[src/rtl/run_sync_pkg.sv]
// Package: register map, field layout, timing constants and carrier types for run/sync control
package run_sync_pkg;

  // Clock and timing
  localparam int unsigned CORE_CLK_MHZ      = 25;
  localparam int unsigned CORE_PERIOD_NS    = 1000 / CORE_CLK_MHZ;
  localparam int unsigned TAG_RATE_MHZ      = 125;
  localparam int unsigned TAG_STEP          = TAG_RATE_MHZ / CORE_CLK_MHZ;
  localparam int unsigned SYNC_PULSE_NS     = 160;
  localparam int unsigned SYNC_PULSE_CYC    =
    (SYNC_PULSE_NS + CORE_PERIOD_NS - 1) / CORE_PERIOD_NS;
  localparam int unsigned TRG_LATENCY_CYC   = 4;

  // Sample path shape
  localparam int unsigned CHANNELS          = 4;
  localparam int unsigned SAMPLE_W          = 12;

  // Register byte offsets
  localparam logic [7:0] ACQ_CTRL_OFS       = 8'h00;
  localparam logic [7:0] ACQ_STATUS_OFS     = 8'h04;
  localparam logic [7:0] TAG_CAPTURE_OFS    = 8'h08;
  localparam logic [7:0] TAG_NOW_OFS        = 8'h0c;
  localparam logic [7:0] CLK_CFG_OFS        = 8'h10;

  // Control register fields
  localparam int unsigned CTRL_MODE_LSB     = 0;
  localparam int unsigned CTRL_RUN_BIT      = 2;
  localparam int unsigned CTRL_GATE_BIT     = 3;
  localparam int unsigned CTRL_R1SYNC_BIT   = 4;
  localparam int unsigned CTRL_REV2_BIT     = 5;

  // Status register fields
  localparam int unsigned STAT_RUNNING_BIT  = 0;
  localparam int unsigned STAT_GATE_BIT     = 1;
  localparam int unsigned STAT_SYNC_BIT     = 2;

  // Reset values
  localparam logic [1:0]  MODE_RESET        = 2'h0;
  localparam logic        REV2_RESET        = 1'b0;
  localparam logic [31:0] CLK_CFG_RESET     = 32'h0000_0000;

  // Run modes
  typedef enum logic [1:0] {
    MODE_REG   = 2'b00,
    MODE_INPUT = 2'b01,
    MODE_RSV2  = 2'b10,
    MODE_RSV3  = 2'b11
  } run_mode_t;

  // Avalon-MM slave request and answer
  typedef struct packed {
    logic [7:0]  address;
    logic        read;
    logic        write;
    logic [31:0] writedata;
  } avmm_req_t;

  typedef struct packed {
    logic [31:0] readdata;
    logic        waitrequest;
  } avmm_rsp_t;

  typedef logic [CHANNELS*SAMPLE_W-1:0] sample_vec_t;

endpackage

[src/rtl/digitizer_run_sync_gate.sv]
// Acquisition run control, gating, trigger relay, time tag and divider sync strobe
// Behaviour
// - Sync strobe edge realigns every sampling divider
// - Board reset issues sync strobe automatically
// - Later boards launch strobe on reference clock edge
// - First-revision: sync-start rising edge pulses strobe
// - Unaligned trigger may shift window one sample
// - Trigger output follows input after fixed latency
// - Run bit set starts acquisition in both modes
// - Mode 01: sync-start high starts acquisition
// - Run bit cleared stops acquisition in both modes
// - Mode 01: sync-start low stops acquisition
// - Gate mode stores samples only while input high
// - One sample per channel each sampling tick
// - Trigger while running captures 32-bit time tag
// - Clock configuration reloadable without power cycle
// - Trigger logic runs at half sampling rate
// - Time tag advances at fixed 125 MHz rate
//
// Design decisions made here: register access over Avalon-MM and the address map.
`timescale 1ns/10ps
module digitizer_run_sync_gate
  import run_sync_pkg::*;
(
  // Clock and reset
  input  wire logic                     core_clk,
  input  wire logic                     rst_n,
  // Avalon-MM register slave
  input  wire run_sync_pkg::avmm_req_t  avmm_req,
  output      run_sync_pkg::avmm_rsp_t  avmm_rsp,
  // Front panel and reference
  input  wire logic                     external_ref_clock,
  input  wire logic                     sync_start,
  input  wire logic                     trigger_input,
  output      logic                     trigger_output,
  // Clock chip control
  output      logic                     divider_sync_n,
  output      logic [31:0]              clk_cfg_word,
  output      logic                     clk_cfg_load,
  // Sample path
  input  wire logic                     sample_tick,
  input  wire run_sync_pkg::sample_vec_t sample_in,
  output      logic                     sample_store,
  output      run_sync_pkg::sample_vec_t sample_out
);
  import run_sync_pkg::*;

  typedef struct packed {
    logic                        ack;
    logic [31:0]                 rdata;
    logic [1:0]                  mode;
    logic                        run;
    logic                        gate_en;
    logic                        r1sync_en;
    logic                        rev2;
    logic                        running;
    logic                        start_s1;
    logic                        start_s2;
    logic                        start_d;
    logic                        trg_s1;
    logic                        trg_s2;
    logic                        trg_d;
    logic                        ref_s1;
    logic                        ref_s2;
    logic                        ref_d;
    logic                        phase;
    logic [31:0]                 tag_now;
    logic [31:0]                 tag_cap;
    logic [TRG_LATENCY_CYC-1:0]  trg_pipe;
    logic                        sync_pend;
    logic [3:0]                  sync_cnt;
    logic                        sync_n;
    logic [31:0]                 cfg_word;
    logic                        cfg_load;
    logic                        store;
    sample_vec_t                 sdata;
  } state_t;

  state_t st_reg;
  state_t st_next;

  logic       wr_hit;
  logic       start_rise;
  logic       start_fall;
  logic       trg_seen;
  logic       ref_rise;
  logic       launch;
  logic [7:0] addr;

  // Combinational decode of events shared by the next-state logic and the checks
  always_comb
  begin
    addr       = avmm_req.address;
    wr_hit     = st_reg.ack && avmm_req.write;
    start_rise = st_reg.start_s2 && !st_reg.start_d;
    start_fall = !st_reg.start_s2 && st_reg.start_d;
    ref_rise   = st_reg.ref_s2 && !st_reg.ref_d;
    trg_seen   = st_reg.trg_s2 && !st_reg.trg_d && st_reg.phase;
    launch     = st_reg.sync_pend && (st_reg.sync_cnt == 4'h0)
                 && (!st_reg.rev2 || ref_rise);
  end

  // Next state; one process so every field has a single driver
  always_comb
  begin
    st_next = st_reg;

    // Bus handshake: one wait cycle, answer stands for one cycle
    st_next.ack = (avmm_req.read || avmm_req.write) && !st_reg.ack;
    if (avmm_req.read && !st_reg.ack)
    begin
      unique case (addr)
        ACQ_CTRL_OFS:
          st_next.rdata = {26'h0, st_reg.rev2, st_reg.r1sync_en, st_reg.gate_en,
                           st_reg.run, st_reg.mode};
        ACQ_STATUS_OFS:
          st_next.rdata = {29'h0, !st_reg.sync_n, st_reg.start_s2, st_reg.running};
        TAG_CAPTURE_OFS:
          st_next.rdata = st_reg.tag_cap;
        TAG_NOW_OFS:
          st_next.rdata = st_reg.tag_now;
        CLK_CFG_OFS:
          st_next.rdata = st_reg.cfg_word;
        default:
          st_next.rdata = 32'h0000_0000;
      endcase
    end

    // Control register write commits on the answering edge
    st_next.cfg_load = 1'b0;
    if (wr_hit && addr == ACQ_CTRL_OFS)
    begin
      st_next.mode      = avmm_req.writedata[CTRL_MODE_LSB +: 2];
      st_next.run       = avmm_req.writedata[CTRL_RUN_BIT];
      st_next.gate_en   = avmm_req.writedata[CTRL_GATE_BIT];
      st_next.r1sync_en = avmm_req.writedata[CTRL_R1SYNC_BIT];
      st_next.rev2      = avmm_req.writedata[CTRL_REV2_BIT];
    end
    if (wr_hit && addr == CLK_CFG_OFS)
    begin
      st_next.cfg_word = avmm_req.writedata;
      st_next.cfg_load = 1'b1;
    end

    // two-stage synchronisers; first stage feeds only the second
    st_next.start_s1 = sync_start;
    st_next.start_s2 = st_reg.start_s1;
    st_next.start_d  = st_reg.start_s2;
    st_next.trg_s1   = trigger_input;
    st_next.trg_s2   = st_reg.trg_s1;
    st_next.ref_s1   = external_ref_clock;
    st_next.ref_s2   = st_reg.ref_s1;
    st_next.ref_d    = st_reg.ref_s2;
    // Trigger edge memory only advances on trigger-logic phase
    if (st_reg.phase)
      st_next.trg_d = st_reg.trg_s2;
    st_next.phase = !st_reg.phase;

    // Run control; reserved modes keep acquisition stopped
    if (wr_hit && addr == ACQ_CTRL_OFS &&
        run_mode_t'(avmm_req.writedata[CTRL_MODE_LSB +: 2]) inside {MODE_REG, MODE_INPUT})
    begin
      st_next.running = avmm_req.writedata[CTRL_RUN_BIT];
    end
    else if (run_mode_t'(st_reg.mode) == MODE_INPUT && start_rise)
      st_next.running = 1'b1;
    else if (run_mode_t'(st_reg.mode) == MODE_INPUT && start_fall)
      st_next.running = 1'b0;
    else if (!(run_mode_t'(st_reg.mode) inside {MODE_REG, MODE_INPUT}))
      st_next.running = 1'b0;

    // tag steps five per core cycle, restarted as acquisition starts
    if (st_next.running && !st_reg.running)
      st_next.tag_now = 32'h0000_0000;
    else
      st_next.tag_now = st_reg.tag_now + 32'(TAG_STEP);

    // time tag capture; asynchronous trigger may land one phase late
    if (trg_seen && st_reg.running)
      st_next.tag_cap = st_reg.tag_now;

    // fixed-latency relay toward the next board
    st_next.trg_pipe = {st_reg.trg_pipe[TRG_LATENCY_CYC-2:0], trg_seen};

    // gate mode stores only while input high
    // one word per channel per tick
    st_next.store = sample_tick && st_reg.running && (!st_reg.gate_en || st_reg.start_s2);
    if (sample_tick)
      st_next.sdata = sample_in;

    // first-revision start edge request; set wins over launch
    st_next.sync_pend = (st_reg.sync_pend && !launch)
                        || (start_rise && st_reg.r1sync_en && !st_reg.rev2)
                        || (wr_hit && addr == CLK_CFG_OFS);
    // strobe low for a fixed span realigns dividers
    if (launch)
      st_next.sync_cnt = 4'(SYNC_PULSE_CYC);
    else if (st_reg.sync_cnt != 4'h0)
      st_next.sync_cnt = st_reg.sync_cnt - 4'h1;
    st_next.sync_n = !(launch || st_reg.sync_cnt > 4'h1);
  end

  // State register; reset leaves a pending strobe
  always_ff @(posedge core_clk or negedge rst_n)
  begin
    if (!rst_n)
    begin
      st_reg           <= '0;
      st_reg.mode      <= MODE_RESET;
      st_reg.rev2      <= REV2_RESET;
      st_reg.cfg_word  <= CLK_CFG_RESET;
      st_reg.sync_n    <= 1'b1;
      st_reg.sync_pend <= 1'b1;
    end
    else
      st_reg <= st_next;
  end

  // Outputs straight from state flip-flops
  assign avmm_rsp.readdata    = st_reg.rdata;
  assign avmm_rsp.waitrequest = !st_reg.ack;
  assign trigger_output       = st_reg.trg_pipe[TRG_LATENCY_CYC-1];
  assign divider_sync_n       = st_reg.sync_n;
  assign clk_cfg_word         = st_reg.cfg_word;
  assign clk_cfg_load         = st_reg.cfg_load;
  assign sample_store         = st_reg.store;
  assign sample_out           = st_reg.sdata;

  // Checks
  property p_sync_low_span;
    @(posedge core_clk) disable iff (!rst_n)
    $fell(divider_sync_n) |-> !divider_sync_n [*4] ##1 divider_sync_n;
  endproperty
  a_sync_low_span: assert property (p_sync_low_span)
    else $error("sync strobe width wrong");

  property p_reset_sync;
    @(posedge core_clk) $rose(rst_n) && !REV2_RESET |-> ##[0:2] !divider_sync_n;
  endproperty
  a_reset_sync: assert property (p_reset_sync)
    else $error("no sync strobe after reset");

  // Check the pin itself, so a broken launch term is caught too
  property p_rev2_ref;
    @(posedge core_clk) disable iff (!rst_n)
    $fell(divider_sync_n) && $past(st_reg.rev2) |-> $past(st_reg.ref_s2 && !st_reg.ref_d);
  endproperty
  a_rev2_ref: assert property (p_rev2_ref)
    else $error("rev2 strobe not on ref edge");

  property p_rev1_start;
    @(posedge core_clk) disable iff (!rst_n)
    start_rise && st_reg.r1sync_en && !st_reg.rev2 && st_reg.sync_cnt == 4'h0
    |-> ##2 !divider_sync_n;
  endproperty
  a_rev1_start: assert property (p_rev1_start)
    else $error("start edge gave no strobe");

  property p_trg_latency;
    @(posedge core_clk) disable iff (!rst_n)
    trg_seen |-> ##4 trigger_output;
  endproperty
  a_trg_latency: assert property (p_trg_latency)
    else $error("trigger output latency wrong");

  property p_input_run;
    @(posedge core_clk) disable iff (!rst_n)
    run_mode_t'(st_reg.mode) == MODE_INPUT && start_rise && !wr_hit |=> st_reg.running;
  endproperty
  a_input_run: assert property (p_input_run)
    else $error("input high did not start");

  property p_input_stop;
    @(posedge core_clk) disable iff (!rst_n)
    run_mode_t'(st_reg.mode) == MODE_INPUT && start_fall && !wr_hit |=> !st_reg.running;
  endproperty
  a_input_stop: assert property (p_input_stop)
    else $error("input low did not stop");

  property p_gate;
    @(posedge core_clk) disable iff (!rst_n)
    sample_store |-> $past(st_reg.running) && (!$past(st_reg.gate_en) || $past(st_reg.start_s2));
  endproperty
  a_gate: assert property (p_gate)
    else $error("sample stored outside gate");

  property p_tag_cap;
    @(posedge core_clk) disable iff (!rst_n)
    trg_seen && st_reg.running |=> st_reg.tag_cap == $past(st_reg.tag_now);
  endproperty
  a_tag_cap: assert property (p_tag_cap)
    else $error("time tag not captured");

  property p_tag_step;
    @(posedge core_clk) disable iff (!rst_n)
    st_reg.running && $past(st_reg.running) |-> st_reg.tag_now == $past(st_reg.tag_now) + 32'h5;
  endproperty
  a_tag_step: assert property (p_tag_step)
    else $error("time tag step wrong");

endmodule

[config.mk]
export PLATFORM = sky130hd
export DESIGN_NAME = digitizer_run_sync_gate
export DESIGN_NICKNAME = d
export VERILOG_FILES = /design/src/rtl/run_sync_pkg.sv /design/src/rtl/digitizer_run_sync_gate.sv
export SDC_FILE = /design/constraint.sdc
export NUM_CORES = 1
export LEC_CHECK = 0
export ABC_AREA = 1
export BUFFER_PORTS_ARGS = -buffer_cell sky130_fd_sc_hd__clkbuf_2
export CORE_MARGIN = 2
export CORE_UTILIZATION = 50
export DETAILED_ROUTE_END_ITERATION = 12
export GPL_ROUTABILITY_DRIVEN = 0
export PLACE_DENSITY = 0.79
export SLEW_MARGIN = 30
export SYNTH_ARGS = -nofsm -noshare
export SYNTH_HDL_FRONTEND = slang
export SYNTH_SLANG_ARGS = --single-unit
[constraint.sdc]
create_clock -name core_clk -period 1.4 [get_ports core_clk]
set_input_delay 0.21 -clock core_clk [delete_from_list [all_inputs] [get_ports core_clk]]
set_output_delay 0.21 -clock core_clk [all_outputs]
set_load 0.02 [all_outputs]
# Word-level counts from Yosys, hierarchy flattened
# Index checks and enable logic that the tools add are counted.
# classes
addsub	2
order_cmp	1
eq_ne	6
n_mux	9
n_reduce_logical	48
# op_table
cell	n
one-hot mux 32 bit (5 select lines)	1
adder 32 x 3 -> 32 bit (second input constant)	1
two-way mux 32 bit	1
logical AND 1 bit	22
equality test 8 x 4 -> 1 bit (second input constant)	2
logical NOT 1 bit	12
equality test 8 x 3 -> 1 bit (second input constant)	1
equality test 8 x 5 -> 1 bit (second input constant)	1
logical NOT 8 bit	1
two-way mux 4 bit	2
logical OR 1 bit	6
nonzero test 2 bit	3
two-way mux 1 bit	5
equality test 2 x 1 -> 1 bit (second input constant)	2
> comparator 4 x 1 -> 1 bit (second input constant)	1
logical NOT 2 bit	2
logical NOT 4 bit	1
nonzero test 4 bit	1
subtractor 4 x 1 -> 4 bit (second input constant)	1
# word_totals
ff_bits	206
input_bits	96
elab_cells	94

# Longest topological paths before layout
# depth
depth_word	8
depth_mapped	10
depth_no_buf	10

# Least setup slack after synthesis
# No wires, ideal clock.
# synth_timing
path_kind	register -> register
startpoint	reg st_reg[124] (netlist bit)
endpoint	reg st_reg[154] (netlist bit)
setup_time_ns	0.113
arrival_ns	1.369
required_ns	1.287
slack_ns	-0.082
stages_incl_launch_ff	11
path_buffers	0
synth_period_minus_slack_ns	1.482
cell_sequence	dfrtp_1 > ha_1 > inv_1 > nand2_1 > nand3_1 > nor2_1 > nand2_1 > nand2_1 > nand2_1 > nand2_1 > inv_1
# synth_rtl
item	line	source
start: declaration	digitizer_run_sync_gate.sv:79	state_t st_reg;
start signal: assignment	digitizer_run_sync_gate.sv:216	st_reg <= st_next;

==> impl_metrics.py <==
metrics = {
    "run_status": {
        "status": "finished, violations left",
        "violations": "negative setup slack",
    },
    "synth": {
        "ys_ff_latch": 206,
        "syn_avg_cell_area_um2": 8.53,
        "yosys.area_share.simple_pct": 23.3,
        "ys_seq_area_share_pct": 51.8,
        "syn_inst": 1167,
        "synthAdderAreaFrac_pct": 0.377,
        "syn_nets": 1266,
        "synth_compound_area_share_pct": 3.58,
        "synthMuxAreaShare_pct": 6.34,
        "synth_top_family_by_area": "simple AND/OR/NAND/NOR gates",
        "yosysWarnings": 0,
        "yosysUniqueCellTypes": 30,
        "yosys.area_share.xor_xnor_pct": 1.14,
        "synth_area_mm2": 0.00995,
    },
    "global_routing": {
        "grt_first_pass_wirelength_um": 42500,
        "grt_max_degree": 54,
        "antenna_found_initial": 0,
        "grtUsageTotal_pct": 24.4,
        "grt_pass1_vias": 8437,
        "grt-ovfl-total": 0,
    },
    "critical_path": {
        "critPathLaunchType": "flop",
        "cp-end-kind": "flop",
        "critical_path_class": "flop to flop",
        "r2r_cells": 9,
        "r2r-end": "st_reg[142]",
        "r2r_start": "st_reg[130]",
        "cp.required_ps": 1820,
        "rrSetupSlack_ps": -230,
        "critical_path_arrival_ps": 2050,
        "worstPathMaxFanout": 7,
    },
    "power_and_ir_drop": {
        "p_leak_nw": 7.07,
        "peakVddDrop_v": 0.000700,
        "clkPwrFrac_pct": 38.3,
        "power_density_mw_per_mm2": 1240,
        "p_sw_mw": 4.63,
        "power_frac_comb_pct": 20.8,
        "pwr-share-seq_pct": 40.8,
        "intPower_mw": 11.8,
        "p_sw_share_pct": 28.1,
    },
    "cells_and_area": {
        "final_core_util_pct": 68.1,
        "drive_above_1_share_pct": 34.4,
        "antenna_cells": 0,
        "largest_reg_flops": 82,
        "syn_to_final_growth_pct": 33.7,
        "fin_cells": 1709,
        "final_area_mm2": 0.0133,
        "layout.nets": 1527,
    },
    "placed_design": {
        "port_buffers": 212,
        "dpl.hpwl_um": 16900,
        "placed_cell_area_mm2": 0.0110,
        "dp.cells": 1562,
    },
    "detailed_routing": {
        "drtAntennaViolNets": 0,
        "first_pass_iters": 5,
        "via_count": 8791,
        "drtIter0Drc": 693,
        "vias_per_cell": 5.14,
        "wire_per_inst_um": 16.9,
        "routed_wl_um": 28900,
        "drcViolationCount": 0,
    },
    "floorplan": {
        "num_rows": 51,
        "die_y_um": 145,
        "fp.dieW_um": 145,
        "ioPinCount": 213,
        "dieArea_mm2": 0.0211,
        "start_util_pct": 51.0,
        "core_mm2": 0.0195,
    },
    "sta": {
        "hold_viol_final": 0,
        "finalCritPeriodShare_pct": 117,
        "rsz0062_at_grt": "yes",
        "min_period_ps": 1630,
        "fmax_ghz": 0.613,
        "maxSlewViolCount": 0,
        "slew_headroom_pct": 72.0,
        "skew_ps": 20.3,
        "worstMarginPinSlew_ps": 419,
        "layout_setup_ws_ps": -232,
        "holdWs_ps": 22.0,
        "fin_tns_setup_ps": -2090,
        "setup_viol": 31,
    },
    "clock_tree": {
        "clock-sinks": 206,
        "numCtsBuffers": 22,
        "htreeDepth": 1,
        "clock_latency_ps": 510,
        "clock-root-buffer": "clkbuf_16",
        "cts_max_path_buffers": 3,
        "tritoncts": "done",
        "cts.clk_slew.worst_paths_ps": 70,
    },
    "job": {
        "maxCapViolations": 0,
    },
    "min_path": {
        "hold_start": "avmm_req[2]",
        "holdPathEnd": "clk_cfg_word[2]",
        "holdPathStages": 3,
        "min_path_type": "input pin to flop",
    },
}
cells in the mapped netlist:
cell type | count | area (µm²)
nand2_2 | 3 | 18.8
mux2_2 | 56 | 631
nor2_2 | 1 | 6.26
buf_1 | 2 | 7.51
buf_6 | 1 | 11.3
nor2_1 | 68 | 255
nor3_1 | 1 | 5.00
a22oi_1 | 1 | 7.51
o21ai_0 | 42 | 210
clkinv_1 | 1 | 3.75
buf_4 | 114 | 856
a21boi_0 | 1 | 7.51
buf_2 | 14 | 70.1
inv_1 | 88 | 330
nand3_1 | 63 | 315
dfrtp_1 | 204 | 5100
nand4_1 | 4 | 25.0
dfstp_2 | 2 | 52.6
o31ai_1 | 1 | 7.51
nor3_4 | 1 | 16.3
o22ai_1 | 1 | 6.26
nor3_2 | 1 | 10.0
inv_2 | 2 | 7.51
nor2_4 | 1 | 11.3
clkbuf_1 | 15 | 56.3
o211ai_1 | 1 | 7.51
ha_1 | 3 | 37.5
a21oi_1 | 22 | 110
nand2_1 | 440 | 1650
xor2_1 | 13 | 114
worst max-delay path, stage by stage, from the launching register on:
cell     delay (ps)
dfrtp_1         450
buf_4           180
nand2_1          80
nor2_2          160
nand2_1         120
nor2_4          190
nand2_1          80
nand2_1          60
nand2_1          60
a21oi_1         170
how the worst max path moves through the flow:
| stage | start | end | slack (ps) | cells after the start |
|---|---|---|---|---|
| 2_1_floorplan | st_reg[124] | st_reg[154] | 20 | 10 |
| 3_3_place_gp | st_reg[124] | st_reg[133] | -90 | 10 |
| 3_5_place_dp | st_reg[124] | st_reg[133] | -170 | 10 |
| 4_1_cts | st_reg[135] | st_reg[155] | -9 | 8 |
| 5_1_grt | st_reg[130] | st_reg[142] | -280 | 9 |
| 6_report | st_reg[130] | st_reg[142] | -230 | 9 |
through the flow:
stage	setup slack, ps	power (mW)
after detailed placement	-167	9.21
after global placement	-89.1	9.11
after floorplan	22.6	8.30
after CTS	-9.30	15.9
after global routing	-283	17.1
final	-232	16.5
what timing repair did:
| item | in CTS | in global routing |
|---|---|---|
| hold buffers | 84 | 0 |
| setup endpoints to repair | 21 | 47 |
| endpoints found under the hold margin | 270 | 0 |
| gates resized for setup | 28 | 98 |
| gates cloned | 0 | 6 |
| pin swaps | 4 | 22 |
| buffers inserted | 4 | 14 |
per-layer routing:
layer / share of wire [%] / track usage, % / vias up
li1: - / - / 4052
met1: 39 / 31.7 / 4183
met2: 49 / 42.1 / 442
met3: 7.0 / 4.09 / 114
met4: 4.3 / 7.70 / 0
met5: 0 / 0 / -
layout make-up:
class / count / area (µm²)
Clock inverter: 11 / 159
Multi-Input combinational cell: 724 / 3810
Clock buffer: 29 / 638
Sequential cell: 206 / 5160
Tap cell: 265 / 332
Timing Repair Buffer: 383 / 2860
Fill cell: 1445 / 6220
Inverter: 91 / 342
power by group through the flow:
stage	sequential (mW)	combinational [mW]	clock (mW)
finish	6.73	3.43	6.31
CTS	6.66	2.87	6.41
global placement	6.75	2.36	0
global route	6.76	3.68	6.65
floorplan	6.75	1.56	0
detailed placement	6.76	2.45	0
cells in the final DEF, fill, tap and decap left out, types with 16 or more instances in the layout:
master         count
buf_4             61
clkbuf_16         28
inv_1             77
clkbuf_2         209
nand2_1          408
a21oi_1           16
o21ai_0           41
mux2_2            56
dfrtp_1          199
dlygate4sd3_1     84
nand2_2           24
nor2_2            23
nor2_1            39
nand3_1           57
cells by family (layout without fill, tap and decap cells):
| logic type | count (synthesis) | count (layout) |
|---|---|---|
| AND/OR/NAND/NOR | 583 | 583 |
| adder cells (fa/ha/maj) | 3 | 3 |
| multiplexers | 56 | 56 |
| XOR/XNOR | 13 | 13 |
| flip-flops | 206 | 206 |
| buffers and inverters | 237 | 514 |
| AO/OA/AOI/OAI | 69 | 69 |
Power figures use the tool's default switching activity.
